$ cat src/gcr_pkg.sv
// package: register map, field positions and reset values of the global config/status bank
`default_nettype none
package gcr_pkg;
    // ------------------------------------------------------------
    // register offsets (7-bit register address)
    // ------------------------------------------------------------
    localparam logic [6:0] GCR_ADDR_CONF = 7'h00; // global_configuration
    localparam logic [6:0] GCR_ADDR_STAT = 7'h01; // global_status_flags
    localparam logic [6:0] GCR_ADDR_INTERFACE_WRITE_COUNTER = 7'h02; // interface_write_counter
    localparam logic [6:0] GCR_ADDR_TARGET = 7'h2D; // target_position_reg
    // ------------------------------------------------------------
    // configuration field positions
    // ------------------------------------------------------------
    localparam int GCR_CONF_W = 18;
    localparam int GCR_BIT_A_STALL = 7; // pin_a_stall_en / pin_a_step_out_en
    localparam int GCR_BIT_B_STALL = 8; // pin_b_stall_en / pin_b_dir_out_en
    localparam int GCR_BIT_B_INDEX = 9;
    localparam int GCR_BIT_B_CHOP = 10;
    localparam int GCR_BIT_B_SKIP = 11;
    localparam int GCR_BIT_A_DRIVE = 12;
    localparam int GCR_BIT_B_DRIVE = 13;
    localparam int GCR_BIT_SMALL_HYST = 14;
    localparam int GCR_BIT_STOP_EN = 15;
    localparam int GCR_BIT_DIRECT = 16;
    localparam int GCR_BIT_TEST = 17;
    // ------------------------------------------------------------
    // status field positions and reset values
    // ------------------------------------------------------------
    localparam int GCR_STAT_W = 3;
    localparam int GCR_STAT_RESET = 0;
    localparam int GCR_STAT_DRV_ERR = 1;
    localparam int GCR_STAT_UV = 2;
    localparam logic [17:0] GCR_CONF_RST = 18'h00000;
    localparam logic [2:0] GCR_STAT_RST = 3'h1;
    localparam logic [7:0] GCR_INTERFACE_WRITE_COUNTER_RST = 8'h00;
    // ------------------------------------------------------------
    // target register coil fields
    // ------------------------------------------------------------
    localparam int GCR_COIL_W = 9;
    localparam int GCR_COIL_A_LSB = 0;
    localparam int GCR_COIL_B_LSB = 16;
    localparam logic [3:0] GCR_HOLD_RST = 4'h0;
    // hysteresis shift amounts (1/16 and 1/32)
    localparam logic [2:0] GCR_HYST_SH_WIDE = 3'h4;
    localparam logic [2:0] GCR_HYST_SH_NARROW = 3'h5;
endpackage
`default_nettype wire

$ cat src/gcr_pin_drive.sv
// diagnostic pin driver: open collector active low or push-pull active high
`default_nettype none
module gcr_pin_drive
    import gcr_pkg::*;
(
    // clock and reset
    input wire logic ref_clk_i,
    input wire logic rst_i,
    // control
    input wire logic active_i,
    input wire logic push_pull_i,
    // pad
    output logic pad_o,
    output logic pad_oe_n_o
);
    // ------------------------------------------------------------
    // pad registers
    // ------------------------------------------------------------
    // push-pull: always driven, level follows active; open collector:
    // pulled low only when active, otherwise released
    always_ff @(posedge ref_clk_i) begin
        if (rst_i) begin
            pad_o <= 1'b0;
            pad_oe_n_o <= 1'b1;
        end else if (push_pull_i) begin
            pad_o <= active_i;
            pad_oe_n_o <= 1'b0;
        end else begin
            pad_o <= 1'b0;
            pad_oe_n_o <= ~active_i;
        end
    end
endmodule
`default_nettype wire

$ cat src/gcr_regs.sv
// global configuration, status flags and interface write counter bank
// ------------------------------------------------------------
// Notes on behaviour
// - step source input 1 external, 0 internal
// - external, bit 7: pin A on stall
// - internal: bit 7 chooses interrupt or step
// - external, bit 8: pin B on stall
// - internal: bit 8 chooses compare or dir
// - external, bit 9: pin B at index
// - external, bit 10: pin B chopper on
// - external, bit 11: toggle B on skip
// - bit 12: pin A drive and polarity
// - bit 13: pin B drive and polarity
// - bit 14: hysteresis 1/16 or 1/32
// - bit 15 plus halt input: stop stepping
// - bit 16: coil currents from target register
// - direct currents scaled by hold setting
// - reset flag set after any reset
// - status read clears the flags
// - driver error clears only when gone
// - pump undervoltage flags and disables driver
// - counter counts UART writes, not SPI
// - reading counter leaves it unchanged
// - counter wraps 255 to 0
// ------------------------------------------------------------
`default_nettype none
module gcr_regs
    import gcr_pkg::*;
(
    // clock and reset
    input wire logic ref_clk_i,
    input wire logic rst_i,
    // register access from the serial interface decoder
    input wire logic [6:0] reg_addr_i,
    input wire logic [31:0] reg_wdata_i,
    input wire logic reg_wr_i,
    input wire logic reg_rd_i,
    input wire logic reg_uart_i,
    output logic [31:0] reg_rdata_o,
    // pin inputs from outside
    input wire logic external_step_source_sel_i,
    input wire logic halt_request_input_i,
    // internal status from the motor core
    input wire logic stall_i,
    input wire logic irq_i,
    input wire logic step_i,
    input wire logic dir_i,
    input wire logic pos_compare_i,
    input wire logic ustep_index_i,
    input wire logic chopper_on_2nd_i,
    input wire logic lost_step_i,
    input wire logic drv_fault_i,
    input wire logic pump_undervoltage_i,
    input wire logic [3:0] hold_current_scale_i,
    input wire logic [19:0] step_freq_thresh_i,
    // diagnostic pads
    output logic fault_pin_a_pad_o,
    output logic fault_pin_a_pad_oe_n_o,
    output logic fault_pin_b_pad_o,
    output logic fault_pin_b_pad_oe_n_o,
    // controls toward the motor core
    output logic sequencer_halt_o,
    output logic driver_enable_o,
    output logic direct_mode_o,
    output logic signed [12:0] coil_a_current_o,
    output logic signed [12:0] coil_b_current_o,
    output logic [19:0] hyst_low_thresh_o
);
    // ------------------------------------------------------------
    // declarations
    // ------------------------------------------------------------
    logic [17:0] global_configuration; // configuration register
    logic [2:0] global_status_flags; // sticky status flags
    logic [7:0] interface_write_counter; // uart write counter
    logic [31:0] target_position_reg; // target / direct coil register
    logic ext_mode; // synchronised step source select
    logic halt_level; // synchronised halt input
    logic pin_a_active; // pin A logical level
    logic pin_b_active; // pin B logical level
    logic skip_toggle; // toggled on each lost step
    logic stat_rd; // read of status register

    // ------------------------------------------------------------
    // helpers
    // ------------------------------------------------------------
    // sign-extend a coil field and scale by the hold setting
    function automatic logic signed [12:0] scale_coil(input logic [8:0] raw,
                                                       input logic [3:0] hold);
        logic signed [12:0] ext;
        logic signed [12:0] prod;
        ext = {{4{raw[8]}}, raw};
        prod = 13'((ext * $signed({1'b0, hold})) >>> 4);
        return prod;
    endfunction

    // ------------------------------------------------------------
    // pin input synchronisers
    // ------------------------------------------------------------
    gcr_sync u_sync_mode (
        .ref_clk_i(ref_clk_i),
        .rst_i(rst_i),
        .pin_i(external_step_source_sel_i),
        .level_o(ext_mode)
    );

    gcr_sync u_sync_halt (
        .ref_clk_i(ref_clk_i),
        .rst_i(rst_i),
        .pin_i(halt_request_input_i),
        .level_o(halt_level)
    );

    assign stat_rd = reg_rd_i && (reg_addr_i == GCR_ADDR_STAT);

    // ------------------------------------------------------------
    // configuration and target registers
    // ------------------------------------------------------------
    // bit 17 is stored as written; software keeps it at zero
    always_ff @(posedge ref_clk_i) begin
        if (rst_i) begin
            global_configuration <= GCR_CONF_RST;
        end else if (reg_wr_i && reg_addr_i == GCR_ADDR_CONF) begin
            global_configuration <= reg_wdata_i[17:0];
        end
    end

    // target register feeds direct coil mode
    always_ff @(posedge ref_clk_i) begin
        if (rst_i) begin
            target_position_reg <= 32'h00000000;
        end else if (reg_wr_i && reg_addr_i == GCR_ADDR_TARGET) begin
            target_position_reg <= reg_wdata_i;
        end
    end

    // ------------------------------------------------------------
    // status flags
    // ------------------------------------------------------------
    // reset flag comes up set; events win over a clearing read
    always_ff @(posedge ref_clk_i) begin
        if (rst_i) begin
            global_status_flags <= GCR_STAT_RST;
        end else begin
            if (stat_rd) begin
                global_status_flags[GCR_STAT_RESET] <= 1'b0;
            end
            // drv_err: read clears it only with the fault gone
            if (drv_fault_i) begin
                global_status_flags[GCR_STAT_DRV_ERR] <= 1'b1;
            end else if (stat_rd) begin
                global_status_flags[GCR_STAT_DRV_ERR] <= 1'b0;
            end
            // undervoltage while present, else read clears
            if (pump_undervoltage_i) begin
                global_status_flags[GCR_STAT_UV] <= 1'b1;
            end else if (stat_rd) begin
                global_status_flags[GCR_STAT_UV] <= 1'b0;
            end
        end
    end

    // ------------------------------------------------------------
    // interface write counter
    // ------------------------------------------------------------
    // counts every uart write, mapped address or not, wraps naturally at 8 bits
    always_ff @(posedge ref_clk_i) begin
        if (rst_i) begin
            interface_write_counter <= GCR_INTERFACE_WRITE_COUNTER_RST;
        end else if (reg_wr_i && reg_uart_i) begin
            interface_write_counter <= interface_write_counter + 8'h01;
        end
    end

    // ------------------------------------------------------------
    // read data
    // ------------------------------------------------------------
    always_ff @(posedge ref_clk_i) begin
        if (rst_i) begin
            reg_rdata_o <= 32'h00000000;
        end else if (reg_rd_i) begin
            unique case (reg_addr_i)
                GCR_ADDR_CONF: reg_rdata_o <= {14'h0000, global_configuration};
                GCR_ADDR_STAT: reg_rdata_o <= {29'h00000000, global_status_flags};
                GCR_ADDR_INTERFACE_WRITE_COUNTER: reg_rdata_o <= {24'h000000, interface_write_counter};
                default: reg_rdata_o <= 32'h00000000; // unmapped reads zero
            endcase
        end
    end

    // ------------------------------------------------------------
    // diagnostic pin selection
    // ------------------------------------------------------------
    // toggle source for lost-step indication
    always_ff @(posedge ref_clk_i) begin
        if (rst_i) begin
            skip_toggle <= 1'b0;
        end else if (lost_step_i) begin
            skip_toggle <= ~skip_toggle;
        end
    end

    // pin A: stall in external mode, interrupt or step in internal mode
    always_comb begin
        if (ext_mode) begin
            pin_a_active = global_configuration[GCR_BIT_A_STALL] & stall_i;
        end else if (global_configuration[GCR_BIT_A_STALL]) begin
            pin_a_active = step_i;
        end else begin
            pin_a_active = irq_i;
        end
    end

    // pin B: or of enabled sources in external mode, compare or dir internal
    always_comb begin
        if (ext_mode) begin
            pin_b_active = (global_configuration[GCR_BIT_B_STALL] & stall_i)
                | (global_configuration[GCR_BIT_B_INDEX] & ustep_index_i)
                | (global_configuration[GCR_BIT_B_CHOP] & chopper_on_2nd_i)
                | (global_configuration[GCR_BIT_B_SKIP] & skip_toggle);
        end else if (global_configuration[GCR_BIT_B_STALL]) begin
            pin_b_active = dir_i;
        end else begin
            pin_b_active = pos_compare_i;
        end
    end

    gcr_pin_drive u_drive_a (
        .ref_clk_i(ref_clk_i),
        .rst_i(rst_i),
        .active_i(pin_a_active),
        .push_pull_i(global_configuration[GCR_BIT_A_DRIVE]),
        .pad_o(fault_pin_a_pad_o),
        .pad_oe_n_o(fault_pin_a_pad_oe_n_o)
    );

    gcr_pin_drive u_drive_b (
        .ref_clk_i(ref_clk_i),
        .rst_i(rst_i),
        .active_i(pin_b_active),
        .push_pull_i(global_configuration[GCR_BIT_B_DRIVE]),
        .pad_o(fault_pin_b_pad_o),
        .pad_oe_n_o(fault_pin_b_pad_oe_n_o)
    );

    // ------------------------------------------------------------
    // motor core controls
    // ------------------------------------------------------------
    // emergency stop and driver enable
    always_ff @(posedge ref_clk_i) begin
        if (rst_i) begin
            sequencer_halt_o <= 1'b0;
            driver_enable_o <= 1'b0;
        end else begin
            sequencer_halt_o <= global_configuration[GCR_BIT_STOP_EN] & halt_level;
            // driver follows the pump level directly, no extra delay stage
            driver_enable_o <= ~pump_undervoltage_i;
        end
    end

    // direct coil mode currents, scaled by the hold setting
    always_ff @(posedge ref_clk_i) begin
        if (rst_i) begin
            direct_mode_o <= 1'b0;
            coil_a_current_o <= 13'sh0000;
            coil_b_current_o <= 13'sh0000;
        end else begin
            direct_mode_o <= global_configuration[GCR_BIT_DIRECT];
            if (global_configuration[GCR_BIT_DIRECT]) begin
                coil_a_current_o <= scale_coil(
                    target_position_reg[GCR_COIL_A_LSB +: GCR_COIL_W],
                    hold_current_scale_i);
                coil_b_current_o <= scale_coil(
                    target_position_reg[GCR_COIL_B_LSB +: GCR_COIL_W],
                    hold_current_scale_i);
            end else begin
                coil_a_current_o <= 13'sh0000;
                coil_b_current_o <= 13'sh0000;
            end
        end
    end

    // lower comparison threshold: threshold minus 1/16 or 1/32 of it
    always_ff @(posedge ref_clk_i) begin
        if (rst_i) begin
            hyst_low_thresh_o <= 20'h00000;
        end else if (global_configuration[GCR_BIT_SMALL_HYST]) begin
            hyst_low_thresh_o <= step_freq_thresh_i
                - (step_freq_thresh_i >> GCR_HYST_SH_NARROW);
        end else begin
            hyst_low_thresh_o <= step_freq_thresh_i
                - (step_freq_thresh_i >> GCR_HYST_SH_WIDE);
        end
    end

    // ------------------------------------------------------------
    // checks
    // ------------------------------------------------------------
    AST_INTERFACE_WRITE_COUNTER_INC: assert property (@(posedge ref_clk_i) disable iff (rst_i)
        reg_wr_i && reg_uart_i |=> interface_write_counter
            == 8'($past(interface_write_counter) + 8'h01))
        else $error("counter did not step on uart write");

    AST_INTERFACE_WRITE_COUNTER_SPI: assert property (@(posedge ref_clk_i) disable iff (rst_i)
        !(reg_wr_i && reg_uart_i) |=> $stable(interface_write_counter))
        else $error("counter moved without uart write");

    AST_INTERFACE_WRITE_COUNTER_WRAP: assert property (@(posedge ref_clk_i) disable iff (rst_i)
        reg_wr_i && reg_uart_i && interface_write_counter == 8'hFF
            |=> interface_write_counter == 8'h00)
        else $error("counter did not wrap");

    AST_RST_FLAG: assert property (@(posedge ref_clk_i)
        rst_i |=> global_status_flags[GCR_STAT_RESET])
        else $error("reset flag not set after reset");

    AST_STAT_CLR: assert property (@(posedge ref_clk_i) disable iff (rst_i)
        stat_rd && !drv_fault_i && !pump_undervoltage_i |=> global_status_flags == 3'h0)
        else $error("status read did not clear flags");

    AST_DRV_HOLD: assert property (@(posedge ref_clk_i) disable iff (rst_i)
        drv_fault_i |=> global_status_flags[GCR_STAT_DRV_ERR])
        else $error("driver error flag cleared with fault present");

    AST_UV_DIS: assert property (@(posedge ref_clk_i) disable iff (rst_i)
        pump_undervoltage_i |=> !driver_enable_o && global_status_flags[GCR_STAT_UV])
        else $error("driver enabled during undervoltage");

    AST_HALT: assert property (@(posedge ref_clk_i) disable iff (rst_i)
        global_configuration[GCR_BIT_STOP_EN] && halt_level |=> sequencer_halt_o)
        else $error("halt not applied");

    AST_PIN_A_PP: assert property (@(posedge ref_clk_i) disable iff (rst_i)
        global_configuration[GCR_BIT_A_DRIVE] |=> !fault_pin_a_pad_oe_n_o
            && fault_pin_a_pad_o == $past(pin_a_active))
        else $error("pin A push-pull level wrong");

    AST_PIN_B_OC: assert property (@(posedge ref_clk_i) disable iff (rst_i)
        !global_configuration[GCR_BIT_B_DRIVE] |=> !fault_pin_b_pad_o
            && fault_pin_b_pad_oe_n_o == !$past(pin_b_active))
        else $error("pin B open collector level wrong");

    AST_PIN_B_DIR: assert property (@(posedge ref_clk_i) disable iff (rst_i)
        !ext_mode && global_configuration[GCR_BIT_B_STALL]
            && global_configuration[GCR_BIT_B_DRIVE] |=> fault_pin_b_pad_o == $past(dir_i))
        else $error("pin B not showing direction");

    AST_PIN_A_STALL: assert property (@(posedge ref_clk_i) disable iff (rst_i)
        ext_mode && global_configuration[GCR_BIT_A_STALL] && stall_i
            && global_configuration[GCR_BIT_A_DRIVE] |=> fault_pin_a_pad_o)
        else $error("pin A missed stall");
endmodule
`default_nettype wire

$ cat src/gcr_sync.sv
// three-stage synchroniser with agreement filter for pin inputs
`default_nettype none
module gcr_sync
    import gcr_pkg::*;
(
    // clock and reset
    input wire logic ref_clk_i,
    input wire logic rst_i,
    // pin and filtered level
    input wire logic pin_i,
    output logic level_o
);
    logic meta; // first stage, read only by stage two
    logic s2;
    logic s3;
    // ------------------------------------------------------------
    // sampling chain
    // ------------------------------------------------------------
    always_ff @(posedge ref_clk_i) begin
        if (rst_i) begin
            meta <= 1'b0;
            s2 <= 1'b0;
            s3 <= 1'b0;
        end else begin
            meta <= pin_i;
            s2 <= meta;
            s3 <= s2;
        end
    end
    // level changes once stages two and three agree
    always_ff @(posedge ref_clk_i) begin
        if (rst_i) begin
            level_o <= 1'b0;
        end else if (s2 == s3) begin
            level_o <= s3;
        end
    end
endmodule
`default_nettype wire

$ cat config.mk
export PLATFORM = sky130hd
export DESIGN_NAME = gcr_regs
export DESIGN_NICKNAME = d
export VERILOG_FILES = /design/src/gcr_pkg.sv /design/src/gcr_pin_drive.sv /design/src/gcr_regs.sv /design/src/gcr_sync.sv
export SDC_FILE = /design/constraint.sdc
export NUM_CORES = 1
export LEC_CHECK = 0
export BUFFER_PORTS_ARGS = -buffer_cell sky130_fd_sc_hd__buf_2
export CAP_MARGIN = 5
export CELL_PAD_IN_SITES_DETAIL_PLACEMENT = 1
export CELL_PAD_IN_SITES_GLOBAL_PLACEMENT = 2
export CORE_AREA = 4 4 151 153
export CTS_BUF_LIST = sky130_fd_sc_hd__clkbuf_8
export DETAILED_ROUTE_END_ITERATION = 8
export DIE_AREA = 0 0 155 157
export GPL_TIMING_DRIVEN = 0
export PLACE_DENSITY_LB_ADDON = 0.1
export SLEW_MARGIN = 40
export SYNTH_ARGS = -nofsm -noshare
export SYNTH_HDL_FRONTEND = slang
export SYNTH_SLANG_ARGS = --single-unit
$ cat constraint.sdc
create_clock -name ref_clk_i -period 7.45 [get_ports ref_clk_i]
set_clock_uncertainty 0.15 [all_clocks]
set_input_delay 0 -clock ref_clk_i [delete_from_list [all_inputs] [get_ports ref_clk_i]]
set_output_delay 0 -clock ref_clk_i [all_outputs]
set_load 0.005 [all_outputs]
==> summary.md, run 1 <==
| Metric | Value |
|---|---|
| GR met3 Demand/Resource | `under 10%` |
| Layout fillers | `2635` |
| DR pass1 iterations | `4` |
| Layout cells sized above 1 | `19.3%` |
| Vias | `about 6.6k` |
| Startpoint class of the critical path | `flip-flop` |
| Grt peak-use layer | `met2` |
| EDFF count, synth | `0` |
| Gr usage total | `a little under a fifth` |
| Flop2flop setup slack | `between 3 and 4 ns` |
| Antenna viol nets, final | `0` |
| I/O Buffers | `about 140` |
| Synth area leaders | `dfxtp_1 (31%), ha_1 (9.7%), fa_1 (9.2%)` |
| Leading area contributor after synthesis | `dfxtp_1` |
| Final hold vios | `0` |
| Total global routing overflow | `0` |
| Clk Latency, worst-skew pair | `around 0.44 ns` |
| Largest net degree at the start of global routing | `17` |
| Max reg flops | `20` |
| Initial drt markers | `between 150 and 200` |
| Die width | `between 150 and 200 um` |
| Max Clk Rate | `around 0.23 GHz` |
| Post-synth top area share | `between 30% and 40%` |
| Residual DRC | `0` |
| First-pass GRT wire length | `36300 um` |
| Grt met1 use | `23.7%` |
| Met2 GRT Util | `around a third` |
| Initial antenna violation count | `2` |
| Post-CTS sizing | `0` |
| Worst-path maximum fanout | `10` |
| Area added between synthesis and finish | `29.6%` |
| Clock net sink count | `roughly 120` |
| FF-to-FF path depth | `12` |
| Reg with most FFs | `hyst_low_thresh_o` |
| RSZ-0062 raised after global routing | `false` |
| Lkg Pwr | `between 0.004 and 0.005 uW` |
| Outcome | `finished, final reports clean` |
| WL/cell | `between 15 and 20 um` |
| Yosys cell types | `between 50 and 60` |
| Setup TNS | `0 ns` |
| Arr. time, crit path | `4.45 ns` |
| Post-synthesis sequential area ratio | `a little under a third` |
| Hold WC Path Type | `primary input to flip-flop` |
| CTS tree | `yes` |
| Synthesized instance count | `864` |
| Clock root cell | `clkbuf_8` |
| Power per cell area | `about 150 nW/um^2` |
| Ports | `about 170` |
| Synth Area in Adders | `18.9%` |
| Post-synthesis cell area | `between 7000 and 8000 sq um` |
| Routability cong. | `roughly 0.8` |
| Max VDD drop | `approximately 0.00012 V` |
| DIE HEIGHT | `157 um` |
| Row count | `between 50 and 60` |
| Mux contribution to synthesized area | `roughly 8.6%` |
| Maxcap violations | `0` |
| Simple-Gate Fraction of Synth Area | `between 10% and 20%` |
| Fin nets | `~1.3k` |
| Worst Path Required | `between 7 and 8 ns` |
| R2r startpoint | `global_configuration[14]` |
| Total Wirelength | `21900 um` |
| Post-route cell area | `9860 sq um` |
| Worst-path clk slew | `around 0.080 ns` |
| Via-to-Cell Ratio | `4.71` |
| Critical path type | `flip-flop to flip-flop` |
| Deepest clock path buffer count | `2` |
| Final period utilization | `between 50 and 60%` |
| Synth Register Bits | `around 120` |
| Critical R2R Capture | `hyst_low_thresh_o[18]` |
| Full die area | `~24000 sq um` |
| Critical Path End | `hyst_low_thresh_o[18]` |
| Final setup fails | `0` |
| Final Max Slew Viols | `0` |
| Kind of end point of the critical path | `flip-flop` |
| Largest family of logic cells by synthesized area | `adder cells` |
| Post-route minimum period | `4.27 ns` |
| Ys Warns | `0` |
| Critical path origin | `global_configuration[14]` |
| CORE AREA | `between 20000 and 25000 sq um` |
| Compound-Gate Fraction of Synth Area | `around a tenth` |
| Post-synth top flop | `dfxtp_1` |
| Vias in the first global route | `about 7k` |
| Post-synthesis xor/xnor area fraction | `approximately 4.7%` |
| Ys async rst share | `0%` |
| Mean Syn Cell Area | `8.81 sq um` |
| DP Area | `about 8700 sq um` |
| H-Tree Depth | `4` |
| HPWL Detailed | `approximately 17000 um` |
| Initial core utilization | `a little over a third` |
| Slew headroom | `48.2%` |
| Worst Max-Slew Pin Slew | `a little under 0.8 ns` |
| CTS Buf Count | `17` |
==> cells by family (layout without fill, tap and decap cells) <==
logic type	after synthesis	in the layout
xor gates and xnor gates	41	41
adders and majority gates	94	94
other	1	16
buffers and inverters	138	385
and+or+nand+nor	292	292
muxes	64	64
DFF	119	119
AOI/OAI and AO/OA	115	115
==> layer usage <==
metal	vias up	wire length [um]
met2	126	10600
met1	3167	10100
li1	3310	-
met5	-	0
met4	0	251
met3	18	1050
==> synth_stat cells (all sizes together), types with 2 or more instances <==
library cell	count
a22o	3
xnor2	20
nand3	9
nor2b	27
clkbuf	18
o22ai	2
o21ai	23
nand4	10
and2	51
a221oi	3
a21oi	48
nor2	106
o21a	3
nand2b	10
o2111ai	2
a31oi	5
and3	7
inv	87
nand2	50
a211oi	4
or2	2
dfxtp	119
fa	35
nor4	3
mux2i	54
xor2	21
o21bai	2
o211ai	4
buf	33
nor3	8
ha	59
mux2	10
a21o	5
or3	4
==> area by class of cell <==
class / count / area [sq um] / area share, %
well taps: 280 / 350 / 3.55
diodes: 2 / 5.00 / 0.0507
inverters: 87 / 327 / 3.31
clock inverters: 15 / 169 / 1.71
plain buffers: 51 / 293 / 2.97
repair buffers: 215 / 1450 / 14.7
flip-flops and latches: 119 / 2380 / 24.2
clock buffers: 17 / 234 / 2.37
multi-input cells: 620 / 4660 / 47.2
==> worst max-delay path, cell delays in order (launching register included) <==
cell	delay, ns
dfxtp_1	0.31
clkbuf_1	0.48
clkbuf_1	0.60
mux2i_1	0.28
ha_1	0.25
clkbuf_1	0.21
a21oi_1	0.21
nand2_1	0.09
o2111ai_1	0.18
nand3b_1	0.25
a31oi_1	0.25
mux2_2	0.34
dlygate4sd3_1	0.55
==> layout by cell type (no fill, tap or decap), drive strengths merged, types with 27 or more instances in the layout <==
| cell type | Yosys | routed |
|---|---|---|
| mux2i | 54 | 54 |
| clkbuf | 18 | 35 |
| ha | 59 | 59 |
| fa | 35 | 35 |
| nor2 | 106 | 106 |
| buf | 33 | 174 |
| inv | 87 | 91 |
| dlygate4sd3 | 0 | 74 |
| nand2 | 50 | 50 |
| and2 | 51 | 51 |
| nor2b | 27 | 27 |
| a21oi | 48 | 48 |
| dfxtp | 119 | 119 |
==> per-stage QoR <==
stage | power (uW) | util, % | hold WS [ns] | setup slack [ns] | cells
after floorplan | 777 | - | -0.0776 | 3.91 | 877
after global placement | 854 | 40.4 | 0.0358 | 3.22 | 1298
after detailed placement | 855 | 40.4 | 0.0308 | 3.23 | 1298
after CTS | 1510 | 45.7 | 0.00117 | 3.18 | 1404
after global routing | 1570 | 45.8 | 0.0392 | 2.94 | 1406
final | 1490 | 45.8 | 0.0192 | 3.18 | 1406
==> worst min-delay path by stage <==
stage | end | from | cells after the start
final | hyst_low_thresh_o[11] | step_freq_thresh_i[11] | 4
after detailed placement | driver_enable_o | pump_undervoltage_i | 2
after global placement | driver_enable_o | pump_undervoltage_i | 2
after global routing | hyst_low_thresh_o[11] | step_freq_thresh_i[11] | 4
after floorplan | driver_enable_o | pump_undervoltage_i | 1
after CTS | hyst_low_thresh_o[12] | step_freq_thresh_i[12] | 4
==> timing repair <==
action | 4_1_cts | 5_1_grt
endpoints found under the hold margin | 75 | 0
setup buffers | 0 | 0
hold buffers | 74 | 0
==> report_power, final <==
part / leakage, uW / internal, uW / switching (uW)
clock: 0.000195 / 304 / 313
sequential: 0.000967 / 654 / 7.07
combinational: 0.00344 / 99.6 / 108
Power figures use the tool's default switching activity.
==> inputs of run 2 (changes only) <==
--- a/config.mk
+++ b/config.mk
@@ -9,10 +9,10 @@
 export CAP_MARGIN = 5
 export CELL_PAD_IN_SITES_DETAIL_PLACEMENT = 1
 export CELL_PAD_IN_SITES_GLOBAL_PLACEMENT = 2
-export CORE_AREA = 4 4 151 153
+export CORE_AREA = 4 4 162 164
 export CTS_BUF_LIST = sky130_fd_sc_hd__clkbuf_8
 export DETAILED_ROUTE_END_ITERATION = 8
-export DIE_AREA = 0 0 155 157
+export DIE_AREA = 0 0 166 168
 export GPL_TIMING_DRIVEN = 0
 export PLACE_DENSITY_LB_ADDON = 0.1
 export SLEW_MARGIN = 40
==> constraint.sdc (replaced) <==
create_clock -name ref_clk_i -period 3.5 [get_ports ref_clk_i]
set_clock_uncertainty 0.15 [all_clocks]
set_input_delay 0 -clock ref_clk_i [delete_from_list [all_inputs] [get_ports ref_clk_i]]
set_output_delay 0 -clock ref_clk_i [all_outputs]
set_load 0.005 [all_outputs]
==> run 2 against run 1 <==
Compared with the run above:
- sequential cell count is the same
- cell area grew 5.4%
- count of clock-buffer cells in the layout is the same
- critical path type unchanged
- largest cell class unchanged
- largest power group unchanged
- highest routed layer unchanged
==> summary.md, run 2 (synthesized netlist as in run 1, its figures left out) <==
| Metric | Value |
|---|---|
| Max VDD drop | `0.000283 V (was 0.000119 V)` |
| Clock net sink count | `119 (unchanged)` |
| Reg with most FFs | `hyst_low_thresh_o (unchanged)` |
| Initial core utilization | `30.6% (was 35.3%)` |
| Power per cell area | `303 nW/um^2 (was 151 nW/um^2)` |
| Kind of end point of the critical path | `flip-flop (unchanged)` |
| Lkg Pwr | `0.00465 uW (was 0.00460 uW)` |
| DIE HEIGHT | `168 um (was 157 um)` |
| Total global routing overflow | `0 (unchanged)` |
| Clock root cell | `clkbuf_8 (unchanged)` |
| Area added between synthesis and finish | `36.7% (was 29.6%)` |
| CTS tree | `yes (unchanged)` |
| Clk Latency, worst-skew pair | `0.45 ns (was 0.44 ns)` |
| HPWL Detailed | `17800 um (was 17100 um)` |
| Fin nets | `1295 (was 1285)` |
| Maxcap violations | `0 (unchanged)` |
| Gr usage total | `17.1% (was 18.6%)` |
| Grt peak-use layer | `met2 (unchanged)` |
| Grt met1 use | `20.7% (was 23.7%)` |
| Initial drt markers | `192 (was 162)` |
| Worst Max-Slew Pin Slew | `0.650 ns (was 0.777 ns)` |
| Full die area | `27900 sq um (was 24300 sq um)` |
| Switch Pwr | `961 uW (was 428 uW)` |
| CTS Buf Count | `17 (unchanged)` |
| Slew headroom | `56.6% (was 48.2%)` |
| Final period utilization | `99.8% (was 57.3%)` |
| Initial antenna violation count | `2 (unchanged)` |
| Routability cong. | `0.761 (was 0.817)` |
| Net Sw Frac | `30.5% (was 28.8%)` |
| Final Max Slew Viols | `0 (unchanged)` |
| Antenna viol nets, final | `0 (unchanged)` |
| Die width | `166 um (was 155 um)` |
| Row count | `58 (was 54)` |
| Startpoint class of the critical path | `flip-flop (unchanged)` |
| Sequential share of power | `44.5% (about the same)` |
| Vias | `6632 (was 6621)` |
| Clk pwr share | `41.3% (was 41.5%)` |
| Met2 GRT Util | `29.8% (was 32.0%)` |
| Residual DRC | `0 (unchanged)` |
| Layout cells sized above 1 | `27.3% (was 19.3%)` |
| Deepest clock path buffer count | `2 (unchanged)` |
| Vias in the first global route | `7231 (was 6952)` |
| Worst-path maximum fanout | `5 (was 10)` |
| Ports | `165 (unchanged)` |
| Max Clk Rate | `0.286 GHz (was 0.234 GHz)` |
| Via-to-Cell Ratio | `4.52 (was 4.71)` |
| Worst Path Required | `3.67 ns (was 7.63 ns)` |
| Outcome | `finished, final reports clean (unchanged)` |
| Setup ws final | `0.00554 ns (was 3.18 ns)` |
| Comb pwr share | `14.2% (was 14.0%)` |
| GR met3 Demand/Resource | `5.42% (was 4.23%)` |
| Post-route minimum period | `3.49 ns (was 4.27 ns)` |
| Pint | `2180 uW (was 1060 uW)` |
| First-pass GRT wire length | `38500 um (was 36300 um)` |
| Largest net degree at the start of global routing | `17 (unchanged)` |
| Most frequent cells in the layout | `buf_2 (145), nor2_1 (104), dfxtp_1 (104) (was buf_2 (144), dfxtp_1 (119), nor2_1 (106))` |
| Total Wirelength | `23800 um (was 21900 um)` |
| WL/cell | `16.2 um (was 15.6 um)` |
| Arr. time, crit path | `3.66 ns (was 4.45 ns)` |
| Register Area | `2420 sq um (was 2380 sq um)` |
| DR pass1 iterations | `4 (unchanged)` |
| Critical path type | `flip-flop to flip-flop (unchanged)` |
| Final setup fails | `0 (unchanged)` |
| RSZ-0062 raised after global routing | `true (was false)` |
| Hold WS | `0.0321 ns (was 0.0192 ns)` |
| Worst-path clk slew | `0.09 ns (was 0.08 ns)` |
| Setup WS pre-CTS | `-0.704 ns (was 3.23 ns)` |
| H-Tree Depth | `4 (unchanged)` |
| Layout fillers | `2969 (was 2635)` |
| I/O Buffers | `141 (unchanged)` |
| Multi-input gate area | `5030 sq um (was 4660 sq um)` |
| CORE AREA | `24900 sq um (was 21600 sq um)` |
| Finished Core Util | `41.8% (was 45.8%)` |
| Hold WC Path Type | `primary input to flip-flop (unchanged)` |
| Max reg flops | `20 (unchanged)` |
| Most common cell after layout, fill and taps aside | `buf_2 (unchanged)` |
| Final hold vios | `0 (unchanged)` |
## run 2: routing by layer
metal | vias to the layer above | part of all wire, % | wire length, um
li1 | 3337 | - | -
met1 | 3157 | 45 | 10600
met2 | 122 | 49 | 11600
met3 | 16 | 5.5 | 1300
met4 | 0 | 1.2 | 274
met5 | - | 0 | 0
## run 2: path summary, 6_finish.rpt
| kind | from | endpoint | slack (ns) | cells past startpoint |
|---|---|---|---|---|
| setup / recovery | target_position_reg[20] | coil_b_current_o[6] | 0.006 | 12 |
| hold / removal | rst_i | global_status_flags[0] | 0.03 | 3 |
| setup reg to reg | target_position_reg[20] | coil_b_current_o[6] | 0.006 | 12 |
| hold reg to reg | global_status_flags[0] | global_status_flags[0] | 0.30 | 2 |
## run 2: power by group through the flow
stage	Sequential (uW)	Clock, uW	Combinational, uW
2_1_floorplan	1440	0	215
3_3_place_gp	1440	0	389
3_5_place_dp	1440	0	387
4_1_cts	1400	1360	451
5_1_grt	1400	1410	501
6_report	1400	1300	447
## run 2: worst max-delay path: stages, from the launching register on
cell	delay, ns
dfxtp_4	0.37
and2_1	0.14
ha_1	0.31
fa_1	0.54
inv_1	0.05
fa_1	0.54
inv_1	0.07
ha_4	0.27
a21o_1	0.19
a21o_1	0.23
a221oi_4	0.29
xor2_1	0.16
nor2_1	0.06
## run 2: what timing repair did
item / in CTS / in global routing
hold buffers: 66 / 0
pin swaps: 20 / 33
endpoints found under the hold margin: 74 / 0
gates resized for setup: 51 / 44
buffers inserted: 8 / 11
setup endpoints to repair: 17 / 13
## run 2: layout make-up
cell class,count,area share (%)
Inverter,87,3.14
Antenna cell,2,0.0481
Timing Repair Buffer,226,14.6
Clock buffer,17,2.25
Multi-Input combinational cell,620,48.4
Clock inverter,15,1.48
Buffer,50,2.79
Tap cell,330,3.97
Sequential cell,119,23.3
## run 2: metrics by stage
step | instance area [sq um] | instances | power (uW) | setup TNS, ns
finish | 10400 | 1466 | 3150 | 0
global placement | 8780 | 1348 | 1820 | -6.30
floorplan | 7660 | 877 | 1650 | 0
CTS | 10100 | 1453 | 3210 | -0.247
global route | 10400 | 1466 | 3310 | -0.760
detailed placement | 8780 | 1348 | 1820 | -6.22
==> inputs of run 3 (changes only) <==
--- a/config.mk
+++ b/config.mk
@@ -15,6 +15,7 @@
 export DIE_AREA = 0 0 166 168
 export GPL_TIMING_DRIVEN = 0
 export PLACE_DENSITY_LB_ADDON = 0.1
+export RECOVER_POWER = 25
 export SLEW_MARGIN = 40
 export SYNTH_ARGS = -nofsm -noshare
 export SYNTH_HDL_FRONTEND = slang
==> run 3 against run 2 <==
Compared with the run above:
- largest power group unchanged
- core utilization decreased by 0.13 points
- critical path depth stayed put
- global-route usage did not move
- die area is the same
- sequential power about the same
- clock power hardly changed
- highest routed layer unchanged
- cell count stayed put
- cell area fell by 0.31%
- first-iteration DRC count is 6.8% lower
- worst setup slack worse by 0.0029 ns
- sequential share of layout area grew 0.073 points
- non-clock buffer count is the same
==> summary.md, run 3 (synthesized netlist as in run 1, its figures left out) <==
| Metric | Value |
|---|---|
| Top layer in use | `met4 (unchanged)` |
| Hold WC Path Type | `primary input to flip-flop (unchanged)` |
| Most frequent cells in the layout | `buf_2 (119), nor2_1 (104), dfxtp_1 (104) (was buf_2 (145), nor2_1 (104), dfxtp_1 (104))` |
| Fin nets | `1295 (unchanged)` |
| First-pass GRT wire length | `38500 um (unchanged)` |
| Min-delay src | `rst_i (unchanged)` |
| Multi-input gate area | `5030 sq um (unchanged)` |
| CP max stage delay | `0.54 ns (about the same)` |
| Maxcap violations | `0 (unchanged)` |
| Gr usage total | `17.1% (unchanged)` |
| Final period utilization | `99.9% (was 99.8%)` |
| Lkg Pwr | `0.00455 uW (was 0.00465 uW)` |
| Post-route minimum period | `3.50 ns (was 3.49 ns)` |
| Die width | `166 um (unchanged)` |
| Worst-path clk slew | `0.09 ns (about the same)` |
| Outcome | `finished, final reports clean (unchanged)` |
| Arr. time, crit path | `3.67 ns (was 3.66 ns)` |
| Kind of end point of the critical path | `flip-flop (unchanged)` |
| Routability cong. | `0.761 (unchanged)` |
| CTS Buf Count | `17 (unchanged)` |
| Worst Max-Slew Pin Slew | `0.651 ns (was 0.650 ns)` |
| Routed wire length on met2 | `11600 um (about the same)` |
| Finished Core Util | `41.6% (was 41.8%)` |
| Power per cell area | `303 nW/um^2 (about the same)` |
| Deepest clock path buffer count | `2 (unchanged)` |
| Max reg flops | `20 (unchanged)` |
| CTS tree | `yes (unchanged)` |
| WL/cell | `16.2 um (about the same)` |
| Register Area | `2420 sq um (unchanged)` |
| DR pass1 iterations | `4 (unchanged)` |
| Initial core utilization | `30.6% (unchanged)` |
| M1 WL | `10600 um (about the same)` |
| H-Tree Depth | `4 (unchanged)` |
| Startpoint class of the critical path | `flip-flop (unchanged)` |
| Critical R2R Capture | `coil_b_current_o[6] (unchanged)` |
| Largest net degree at the start of global routing | `17 (unchanged)` |
| Slew headroom | `56.6% (about the same)` |
| FF-to-FF path depth | `12 (unchanged)` |
| Number of cells on the critical path | `12 (unchanged)` |
| R2r startpoint | `target_position_reg[20] (unchanged)` |
| CORE AREA | `24900 sq um (unchanged)` |
| Layout cells sized above 1 | `25.0% (was 27.3%)` |
| Final hold vios | `0 (unchanged)` |
| Buf+Inv Stages, Crit Path | `2 (unchanged)` |
| Clock root cell | `clkbuf_8 (unchanged)` |
| Cell family contributing the most delay on the critical path | `adder cells (unchanged)` |
| Final setup fails | `0 (unchanged)` |
| Reg with most FFs | `hyst_low_thresh_o (unchanged)` |
| Setup TNS | `0 ns (unchanged)` |
| Vias in the first global route | `7231 (unchanged)` |
| HPWL Detailed | `17800 um (unchanged)` |
| Total Wirelength | `23800 um (about the same)` |
| RSZ-0062 raised after global routing | `true (unchanged)` |
| Full die area | `27900 sq um (unchanged)` |
| Worst path slowest cell | `fa_1 (unchanged)` |
| Critical Path End | `coil_b_current_o[6] (unchanged)` |
| Wire length on met3 | `1310 um (was 1300 um)` |
| DIE HEIGHT | `168 um (unchanged)` |
| Residual DRC | `0 (unchanged)` |
| Initial drt markers | `179 (was 192)` |
| Layout fillers | `2980 (was 2969)` |
| Vias | `6634 (was 6632)` |
| Antenna viol nets, final | `0 (unchanged)` |
| Clock net sink count | `119 (unchanged)` |
| Ports | `165 (unchanged)` |
| Critical path type | `flip-flop to flip-flop (unchanged)` |
| Worst Path Required | `3.67 ns (about the same)` |
| Final Max Slew Viols | `0 (unchanged)` |
| PnR Total Power | `3140 uW (was 3150 uW)` |
| Clk Latency, worst-skew pair | `0.45 ns (about the same)` |
| Initial antenna violation count | `2 (unchanged)` |
| Crit-path cells | `and2_1 -> ha_1 -> fa_1 -> inv_1 -> fa_1 -> inv_1 -> ha_4 -> a21o_1 -> a21o_1 -> a221oi_4 -> xor2_1 -> nor2_1 (unchanged)` |
| Max Clk Rate | `0.286 GHz (about the same)` |
| I/O Buffers | `141 (unchanged)` |
| Hold WS | `0.0327 ns (was 0.0321 ns)` |
| Area added between synthesis and finish | `36.2% (was 36.7%)` |
| Critical path origin | `target_position_reg[20] (unchanged)` |
| Worst-path maximum fanout | `5 (unchanged)` |
| Most common cell after layout, fill and taps aside | `buf_2 (unchanged)` |
| Total global routing overflow | `0 (unchanged)` |
| Via-to-Cell Ratio | `4.53 (was 4.52)` |
| Max VDD drop | `0.000283 V (about the same)` |
| Flop2flop setup slack | `0.003 ns (was 0.006 ns)` |
| Row count | `58 (unchanged)` |
==> run 3: cell types whose count changed in the layout (fill, tap and decap cells not counted), sizes merged <==
cell,change
buf,-27
clkbuf,+27
==> run 3: per-layer routing <==
layer / vias up / GRT usage [%]
met5: - / 0
met4: 0 / 3.66
met3: 16 / 5.42
met2: 124 / 29.8
met1: 3157 / 20.7
li1: 3337 / -
==> run 3: worst register-to-register path: cells and delay by family, from the launching register on <==
family,cells,cell delay (ns)
buf+inv,2,0.12
fa+ha+maj,4,1.66
simple gates,2,0.20
compound gates,3,0.71
flops,1,0.37
xor+xnor,1,0.16
==> run 3: timing repair <==
action	CTS	global route
endpoints found under the setup margin	17	13
gates resized for setup	51	44
hold buffers	66	0
pin swaps	20	33
buffers inserted	8	11
endpoints found under the hold margin	74	0
==> run 3: worst min path at each step <==
| stage | cells after the start | to |
|---|---|---|
| after global placement | 2 | driver_enable_o |
| after floorplan | 1 | driver_enable_o |
| after detailed placement | 2 | driver_enable_o |
| final | 3 | global_status_flags[0] |
| after global routing | 3 | global_status_flags[0] |
| after CTS | 5 | reg_rdata_o[1] |
==> run 3: stage by stage <==
step           cells  cell area [sq um]  setup slack [ns]
3_3_place_gp    1348               8780            -0.646
2_1_floorplan    877               7660           0.00251
5_1_grt         1466              10400            -0.177
3_5_place_dp    1348               8780            -0.704
6_report        1466              10400           0.00263
4_1_cts         1453              10100            -0.114
==> run 3: layout make-up <==
class,instances,area share [%]
diodes,2,0.0483
plain buffers,50,2.80
clock buffers,17,2.26
clock inverters,15,1.48
inverters,87,3.15
multi-input cells,620,48.6
flip-flops and latches,119,23.4
well taps,330,3.98
repair buffers,226,14.3
==> run 3: where the power goes <==
| part | leakage [uW] | internal [uW] | switching (uW) | total (uW) |
|---|---|---|---|---|
| clock | 0.000195 | 590 | 708 | 1300 |
| sequential | 0.000977 | 1380 | 14.6 | 1400 |
| combinational | 0.00338 | 206 | 237 | 443 |
| total | 0.00455 | 2180 | 960 | 3140 |
